File: src/verilog/serial_shift_pkg.sv
// constants shared by the universal serial shift unit and its bench
// assumes a 20 MHz system clock and a 32-bit apb register bus
`default_nettype none

package serial_shift_pkg;

    // ******************************************************
    // register byte offsets
    // ******************************************************
    localparam logic [3:0] DATA_OFFSET   = 4'h0; // shift register
    localparam logic [3:0] STATUS_OFFSET = 4'h4; // flags and counter
    localparam logic [3:0] CTRL_OFFSET   = 4'h8; // mode and strobes

    // ******************************************************
    // field positions
    // ******************************************************
    localparam int START_FLAG_BIT = 7; // status: start detect flag
    localparam int OVF_FLAG_BIT   = 6; // status: overflow flag
    localparam int WM_LSB         = 4; // ctrl: wire mode field
    localparam int CS_LSB         = 2; // ctrl: clock source field
    localparam int SW_CLK_BIT     = 1; // ctrl: software clock strobe
    localparam int TOGGLE_BIT     = 0; // ctrl: counter-only strobe

    // ******************************************************
    // encodings and reset values
    // ******************************************************
    localparam logic [1:0] WM_OFF   = 2'h0; // outputs off
    localparam logic [1:0] WM_THREE = 2'h1; // three-wire
    localparam logic [1:0] WM_TWO   = 2'h2; // two-wire, start hold
    localparam logic [1:0] WM_TWO_H = 2'h3; // two-wire, both holds
    localparam logic [1:0] CS_SOFT  = 2'h0; // software strobe
    localparam logic [1:0] CS_TIMER = 2'h1; // companion timer
    localparam logic [3:0] CNT_MAX  = 4'hf; // wrap point
    localparam logic [7:0] DATA_RST = 8'h00;
    localparam logic [5:0] CTRL_RST = 6'h00;

    // ******************************************************
    // timing: data line delay for start detection
    // ******************************************************
    localparam int CLK_PERIOD_NS = 50;
    localparam int SDA_DELAY_NS  = 50; // least delay
    localparam int SDA_DLY_CYC   =
        (SDA_DELAY_NS + CLK_PERIOD_NS - 1) / CLK_PERIOD_NS;

endpackage : serial_shift_pkg

`default_nettype wire

File: src/verilog/universal_serial_shift_unit.sv
// universal serial shift unit: shift register, edge counter,
// clock hold and start detector behind an apb slave
// assumes pins arrive unsynchronised and open-drain wires are
// resolved outside from the output enables
//
// Chosen here: the APB slave port and the placing of the registers.
`default_nettype none

module universal_serial_shift_unit
    import serial_shift_pkg::*;
(
    // clock and reset
    input  wire logic        CLK_SYS,
    input  wire logic        SYS_RST,
    // apb slave
    input  wire logic        PSEL,
    input  wire logic        PENABLE,
    input  wire logic        PWRITE,
    input  wire logic [7:0]  PADDR,
    input  wire logic [31:0] PWDATA,
    output logic      [31:0] PRDATA,
    output logic             PREADY,
    output logic             PSLVERR,
    // companion timer overflow, same clock
    input  wire logic        TIMER_OVF,
    // serial pins
    input  wire logic        SERIAL_CLOCK_PIN,
    input  wire logic        SERIAL_DATA_IN_PIN,
    output logic             DATA_OUT,
    output logic             DATA_OE,
    output logic             CLOCK_OUT,
    output logic             CLOCK_OE
);

    // ******************************************************
    // state
    // ******************************************************
    logic [7:0]  shift_reg;        // serial_shift_data
    logic [7:0]  shift_next;       // value after this cycle
    logic [3:0]  cnt_reg;          // edge counter
    logic        start_flag_reg;   // start_detect_flag
    logic        ovf_flag_reg;     // counter_overflow_flag
    logic [1:0]  wm_reg;           // wire_mode_field
    logic [1:0]  cs_reg;           // clock_source_select
    logic        hold_start_reg;   // clock hold after start
    logic        hold_ovf_reg;     // clock hold after overflow
    logic        latch_reg;        // output latch
    logic        sck_s1_reg;       // clock pin sync stage 1
    logic        sck_s2_reg;       // clock pin sync stage 2
    logic        sck_d_reg;        // clock pin last sample
    logic        sda_s1_reg;       // data pin sync stage 1
    logic        sda_s2_reg;       // data pin sync stage 2
    logic [SDA_DLY_CYC-1:0] sda_dly_reg; // delayed data line
    logic [SDA_DLY_CYC:0]   sda_dly_cat; // delay line plus newest sample
    logic        sda_dprev_reg;    // delayed data, one older

    // ******************************************************
    // bus decode
    // ******************************************************
    logic        acc;              // access edge of a transfer
    logic        wr_data;          // data register write
    logic        wr_stat;          // status register write
    logic        wr_ctrl;          // control register write
    logic        mapped;           // address hits a register
    logic        sw_clk;           // software clock strobe
    logic        tgl;              // counter-only strobe
    logic        clr_start;        // write-one to start flag
    logic        clr_ovf;          // write-one to overflow flag

    assign acc     = PSEL & PENABLE & PREADY;
    assign mapped  = (PADDR[7:4] == 4'h0) &
                     ((PADDR[3:0] == DATA_OFFSET) |
                      (PADDR[3:0] == STATUS_OFFSET) |
                      (PADDR[3:0] == CTRL_OFFSET));
    assign wr_data = acc & PWRITE & (PADDR == {4'h0, DATA_OFFSET});
    assign wr_stat = acc & PWRITE & (PADDR == {4'h0, STATUS_OFFSET});
    assign wr_ctrl = acc & PWRITE & (PADDR == {4'h0, CTRL_OFFSET});
    assign sw_clk  = wr_ctrl & PWDATA[SW_CLK_BIT];
    assign tgl     = wr_ctrl & PWDATA[TOGGLE_BIT];
    assign clr_start = wr_stat & PWDATA[START_FLAG_BIT];
    assign clr_ovf   = wr_stat & PWDATA[OVF_FLAG_BIT];

    // ******************************************************
    // pin synchronisers
    // ******************************************************
    // two flops per pin; no glitch filter on purpose
    always_ff @(posedge CLK_SYS) begin
        if (SYS_RST) begin
            sck_s1_reg <= 1'b1;
            sck_s2_reg <= 1'b1;
            sda_s1_reg <= 1'b1;
            sda_s2_reg <= 1'b1;
        end else begin
            sck_s1_reg <= SERIAL_CLOCK_PIN;
            sck_s2_reg <= sck_s1_reg;
            sda_s1_reg <= SERIAL_DATA_IN_PIN;
            sda_s2_reg <= sda_s1_reg;
        end
    end

    // edge history and the data line delay
    assign sda_dly_cat = {sda_dly_reg, sda_s2_reg};
    always_ff @(posedge CLK_SYS) begin
        if (SYS_RST) begin
            sck_d_reg     <= 1'b1;
            sda_dly_reg   <= '1;
            sda_dprev_reg <= 1'b1;
        end else begin
            sck_d_reg     <= sck_s2_reg;
            sda_dly_reg   <= sda_dly_cat[SDA_DLY_CYC-1:0];
            sda_dprev_reg <= sda_dly_reg[SDA_DLY_CYC-1];
        end
    end

    // ******************************************************
    // clock source selection
    // ******************************************************
    logic sck_rise;    // clock pin rose
    logic sck_fall;    // clock pin fell
    logic ext_sel;     // clock_source_external_select
    logic shift_en;    // shift this cycle
    logic count_en;    // count this cycle
    logic ovf_event;   // counter wraps 15 to 0

    assign sck_rise = sck_s2_reg & ~sck_d_reg;
    assign sck_fall = ~sck_s2_reg & sck_d_reg;
    assign ext_sel  = cs_reg[1];

    // pin edges act in every wire mode
    // rising edge sample for cs 10, falling for 11
    assign shift_en = ((cs_reg == CS_SOFT) & sw_clk) |
                      ((cs_reg == CS_TIMER) & TIMER_OVF) |
                      (ext_sel & (cs_reg[0] ? sck_fall : sck_rise));
    // external clock counts both edges
    // timer overflow chains counter onto the timer
    assign count_en = ((cs_reg == CS_SOFT) & sw_clk) |
                      ((cs_reg == CS_TIMER) & TIMER_OVF) |
                      (ext_sel & (sck_rise | sck_fall | tgl));
    // preset F overflows on next event
    assign ovf_event = count_en & (cnt_reg == CNT_MAX) & ~wr_stat;

    // ******************************************************
    // shift register
    // ******************************************************
    // left shift from di; cpu write wins
    always_comb begin
        shift_next = shift_reg;
        if (wr_data) begin
            shift_next = PWDATA[7:0];
        end else if (shift_en) begin
            shift_next = {shift_reg[6:0], sda_s2_reg};
        end
    end

    always_ff @(posedge CLK_SYS) begin
        if (SYS_RST) begin
            shift_reg <= DATA_RST;
        end else begin
            shift_reg <= shift_next;
        end
    end

    // ******************************************************
    // counter and overflow flag
    // ******************************************************
    // cpu load wins over counting; a load of 14 acks
    always_ff @(posedge CLK_SYS) begin
        if (SYS_RST) begin
            cnt_reg <= 4'h0;
        end else if (wr_stat) begin
            cnt_reg <= PWDATA[3:0];
        end else if (count_en) begin
            cnt_reg <= cnt_reg + 4'h1;
        end
    end

    // write-one clear wins, as a status write blocks the set
    always_ff @(posedge CLK_SYS) begin
        if (SYS_RST) begin
            ovf_flag_reg <= 1'b0;
        end else if (ovf_event) begin
            ovf_flag_reg <= 1'b1;
        end else if (clr_ovf) begin
            ovf_flag_reg <= 1'b0;
        end
    end

    // ******************************************************
    // start detector and clock holds
    // ******************************************************
    logic start_det;   // delayed data fell while clock high
    logic two_wire;    // two-wire mode selected

    assign two_wire  = wm_reg[1];
    // free of clock gating; enabled only by the two-wire mode
    // a new start only sets the flag again; counter and shift register are not reset
    assign start_det = two_wire & sck_s2_reg &
                       sda_dprev_reg & ~sda_dly_reg[SDA_DLY_CYC-1];

    // start flag, set wins over clear
    always_ff @(posedge CLK_SYS) begin
        if (SYS_RST) begin
            start_flag_reg <= 1'b0;
        end else if (start_det) begin
            start_flag_reg <= 1'b1;
        end else if (clr_start) begin
            start_flag_reg <= 1'b0;
        end
    end

    // hold after start once master drives clock low
    always_ff @(posedge CLK_SYS) begin
        if (SYS_RST) begin
            hold_start_reg <= 1'b0;
        end else if (~two_wire) begin
            hold_start_reg <= 1'b0;
        end else if ((start_flag_reg | start_det) & sck_fall) begin
            hold_start_reg <= 1'b1;
        end else if (clr_start) begin
            hold_start_reg <= 1'b0;
        end
    end

    // hold after overflow in mode 11
    always_ff @(posedge CLK_SYS) begin
        if (SYS_RST) begin
            hold_ovf_reg <= 1'b0;
        end else if (wm_reg != WM_TWO_H) begin
            hold_ovf_reg <= 1'b0;
        end else if (ovf_event) begin
            hold_ovf_reg <= 1'b1;
        end else if (clr_ovf) begin
            hold_ovf_reg <= 1'b0;
        end
    end

    // ******************************************************
    // output latch and pins
    // ******************************************************
    logic latch_open;  // latch transparent
    // open in the half after the change edge, always when
    // internally clocked
    assign latch_open = ~ext_sel | (sck_s2_reg == cs_reg[0]);

    // fresh msb passes an open latch at once
    always_ff @(posedge CLK_SYS) begin
        if (SYS_RST) begin
            latch_reg <= 1'b1;
        end else if (latch_open) begin
            latch_reg <= shift_next[7];
        end
    end

    // pin drivers; two-wire pins are open drain
    always_ff @(posedge CLK_SYS) begin
        if (SYS_RST) begin
            DATA_OUT  <= 1'b0;
            DATA_OE   <= 1'b0;
            CLOCK_OUT <= 1'b0;
            CLOCK_OE  <= 1'b0;
        end else begin
            CLOCK_OUT <= 1'b0;
            case (wm_reg)
                WM_THREE: begin // push-pull data out
                    DATA_OUT <= latch_reg;
                    DATA_OE  <= 1'b1;
                    CLOCK_OE <= 1'b0;
                end
                WM_TWO, WM_TWO_H: begin // pull low only
                    DATA_OUT <= 1'b0;
                    DATA_OE  <= ~latch_reg;
                    CLOCK_OE <= hold_start_reg | hold_ovf_reg;
                end
                default: begin // outputs off
                    DATA_OUT <= 1'b0;
                    DATA_OE  <= 1'b0;
                    CLOCK_OE <= 1'b0;
                end
            endcase
        end
    end

    // ******************************************************
    // control register and apb answer
    // ******************************************************
    // mode and source fields steer the block
    always_ff @(posedge CLK_SYS) begin
        if (SYS_RST) begin
            {wm_reg, cs_reg} <= CTRL_RST[5:2];
        end else if (wr_ctrl) begin
            wm_reg <= PWDATA[WM_LSB+1:WM_LSB];
            cs_reg <= PWDATA[CS_LSB+1:CS_LSB];
        end
    end

    // one wait-free access phase; read data latched at setup
    always_ff @(posedge CLK_SYS) begin
        if (SYS_RST) begin
            PREADY  <= 1'b0;
            PSLVERR <= 1'b0;
            PRDATA  <= 32'h0000_0000;
        end else begin
            PREADY  <= PSEL & ~PENABLE;
            PSLVERR <= PSEL & ~PENABLE & ~mapped;
            PRDATA  <= 32'h0000_0000;
            if (PSEL & ~PENABLE & ~PWRITE) begin
                case (PADDR)
                    {4'h0, DATA_OFFSET}:   PRDATA[7:0] <= shift_reg;
                    {4'h0, STATUS_OFFSET}: PRDATA[7:0] <=
                        {start_flag_reg, ovf_flag_reg, 2'h0, cnt_reg};
                    {4'h0, CTRL_OFFSET}:   PRDATA[5:0] <=
                        {wm_reg, cs_reg, 2'h0};
                    default: PRDATA <= 32'h0000_0000;
                endcase
            end
        end
    end
endmodule : universal_serial_shift_unit

`default_nettype wire

File: config.mk
export PLATFORM = sky130hd
export DESIGN_NAME = universal_serial_shift_unit
export DESIGN_NICKNAME = d
export VERILOG_FILES = /design/src/verilog/serial_shift_pkg.sv /design/src/verilog/universal_serial_shift_unit.sv
export SDC_FILE = /design/constraint.sdc
export NUM_CORES = 1
export LEC_CHECK = 0
export ABC_CLOCK_PERIOD_IN_PS = 2300
export BUFFER_PORTS_ARGS = -buffer_cell sky130_fd_sc_hd__buf_2
export CORE_UTILIZATION = 35
export DETAILED_ROUTE_END_ITERATION = 10
export GPL_TIMING_DRIVEN = 0
export SYNTH_ARGS = -nofsm -noshare
export SYNTH_HDL_FRONTEND = slang
export SYNTH_SLANG_ARGS = --single-unit
File: constraint.sdc
create_clock -name CLK_SYS -period 2.3 [get_ports CLK_SYS]
set_input_delay 0.115 -clock CLK_SYS [delete_from_list [all_inputs] [get_ports CLK_SYS]]
set_output_delay 0.115 -clock CLK_SYS [all_outputs]
set_load 0.01 [all_outputs]
==> run summary <==
outcome = completed
layout cells sized above 1 = 0.315
CTS Buf Count = 5
drt drc = 0
worst-margin pin slew = 504 ps
number of H-tree levels = 2
worst skew pair latency = 300 ps
total chip power = 1.31 mW
top post-synthesis cells by area = dfxtp_1, buf_4, mux2i_1, a21oi_1, nor2_1
Switch Pwr = 0.320 mW
DR iter-0 viols = 75
Post-DRT Antenna Nets = 0
gr usage total = 0.150
core area = 5570 sq um
FMAX = 507 MHz
Slew headroom = 0.664
CP Class = flop to flop
count leader, synth = dfxtp_1
min Tclk post-route = 1970 ps
Mapped Cells = 226
clock tree sinks = 41
vias in the first global route = 1453
Seq/Total Area, Yosys = 0.400
Synth top area share = 0.400
vias per cell = 4.49
CTS Buffer Depth = 2
CP max stage cell = dfxtp_1
Net Sw Frac = 0.245
via count = 1647
full die area = 6170 sq um
largest net degree at the start of global routing = 13
Core Rows = 27
Yosys reg bits = 41
Primary FF master, synth = dfxtp_1
residual overflow from global routing = 0
skew final = 5.49 ps
Synth-to-Final Area Change = 22.3%
Final setup viols = 0
first-pass GRT wire length = 6910 um
Die Y = 78.5 um
crit path max fanout = 8
TritonCTS clock tree = done
Synth area leader = dfxtp_1
synthesized area = 2050 sq um
CP Data Required Time = 2520 ps
Hold Path Class = input port to flop
diode count = 0
dpl ws = 326 ps
post-layout instance area = 2510 sq um
final hold vios = 0
Worst-path clk slew = 80 ps
Port Buffers = 35
routability cong. = 0.785
Die Wd = 78.5 um
initial antenna violation count = 0
slowest stage delay, CP = 400 ps
Worst VDD drop = 0.000246 V
internal power = 0.988 mW
FFs w/ async S/R, synth = 0
Final TNS setup = 0 ps
synth warn = 0
clock network power share = 0.352
RSZ-0062 raised after global routing = no
CTS resizes = 0
Tcrit/Tclk final = 0.857
Max-cap violations = 0
sequential share of power = 0.550
syn_area_per_cell = 9.07 sq um
io pins = 86
Final WS setup = 329 ps
Layout fillers = 578
CTS root buffer = clkbuf_8
Starting Density = 0.368
PwrDens = 522 nW/um^2
CP Cell Sequence = inv_1, ha_1, mux2i_1, a21oi_1, a21oi_4, mux2_4, o31ai_2
drt total wl = 4310 um
Combinational Power Share = 0.098
Worst Setup Start Kind = flop
Leak Pwr = 1.18 nW
Wirelength per Cell = 11.7 um
type of element capturing the critical path = flop
Pins Over Slew Limit = 0
EDFF count, synth = 0
Synth top cells by count = dfxtp_1, buf_4, nor2_1
Post-DP HPWL = 3270 um
DRT Pass-1 Iters = 6
Placement Cell Area = 2400 sq um
Synth cell types = 48
crit path DAT = 2190 ps
Final #Nets = 345
## power by group through the flow
stage,sequential (mW),combinational [mW],clock [mW]
floorplan,0.736,0.0865,0
global placement,0.736,0.124,0
detailed placement,0.736,0.125,0
CTS,0.719,0.128,0.476
global route,0.720,0.142,0.495
finish,0.719,0.128,0.461
## layer usage
layer  wire length (um)  up-vias  track usage
li1                   -      862            -
met3                293        9       0.0372
met2               1960       58        0.238
met1               1970      718        0.183
met4                 90        0       0.0833
met5                  0        -            0
## kinds of logic after synthesis
family	after synthesis	share of synthesized area
compound gates	40	0.129
mux	20	0.101
buf+inv	40	0.128
flops	41	0.400
other cells	1	0.00183
xor+xnor	2	0.00855
fa+ha+maj	3	0.0183
simple gates	79	0.212
## critical path: cells and delay by family (launching register included)
| family | cells | cell delay (ps) |
|---|---|---|
| fa+ha+maj | 1 | 230 |
| mux | 2 | 490 |
| buf+inv | 1 | 80 |
| flops | 1 | 400 |
| compound gates | 3 | 700 |
## path summary, 6_finish.rpt
kind | start | depth (start not counted) | endpoint | slack (ps)
hold / removal | PSEL | 3 | PREADY | 60
hold reg to reg | sda_s1_reg | 1 | sda_s2_reg | 410
setup / recovery | sck_s2_reg | 7 | latch_reg | 330
setup reg to reg | sck_s2_reg | 7 | latch_reg | 330
## metrics by stage
stage	utilization	cells	hold slack [ps]
6_report	0.450	367	61.3
5_1_grt	0.450	367	71.6
4_1_cts	0.450	367	58.8
3_5_place_dp	0.431	357	299
3_3_place_gp	0.431	357	298
2_1_floorplan	-	250	219
## layout by cell type (no fill, tap or decap), types with 2 or more instances in the layout
master          n
dfxtp_1        41
buf_2          37
buf_4          27
conb_1         25
nor2_1         22
nand2_1        21
a21oi_1        21
mux2i_1        18
or2_2           7
o21ai_0         7
inv_1           6
clkbuf_8        5
clkbuf_1        4
nand3_1         4
a211oi_1        3
nor2b_1         3
ha_1            3
nor3_1          2
and4_1          2
nand3b_1        2
xor2_1          2
nor4_1          2
clkinv_2        2
dlygate4sd3_1   2
## layout make-up
type | count | area (sq um) | area share
tap | 72 | 90.1 | 0.0359
clock inverter | 2 | 10.0 | 0.00399
inverter | 6 | 22.5 | 0.00898
sequential | 41 | 821 | 0.327
clock buffer | 6 | 72.6 | 0.0289
timing repair buffer | 37 | 195 | 0.0778
multi-input combinational | 169 | 1060 | 0.421
buffer | 34 | 240 | 0.0958
## repair_timing
action / 4_1_cts / 5_1_grt
hold endpoints to repair: 2 / 0
hold buffers: 2 / 0
setup endpoints to repair: 0 / 0
buffers inserted: 0 / 0
Note: power is estimated with default switching activity, not from simulation.
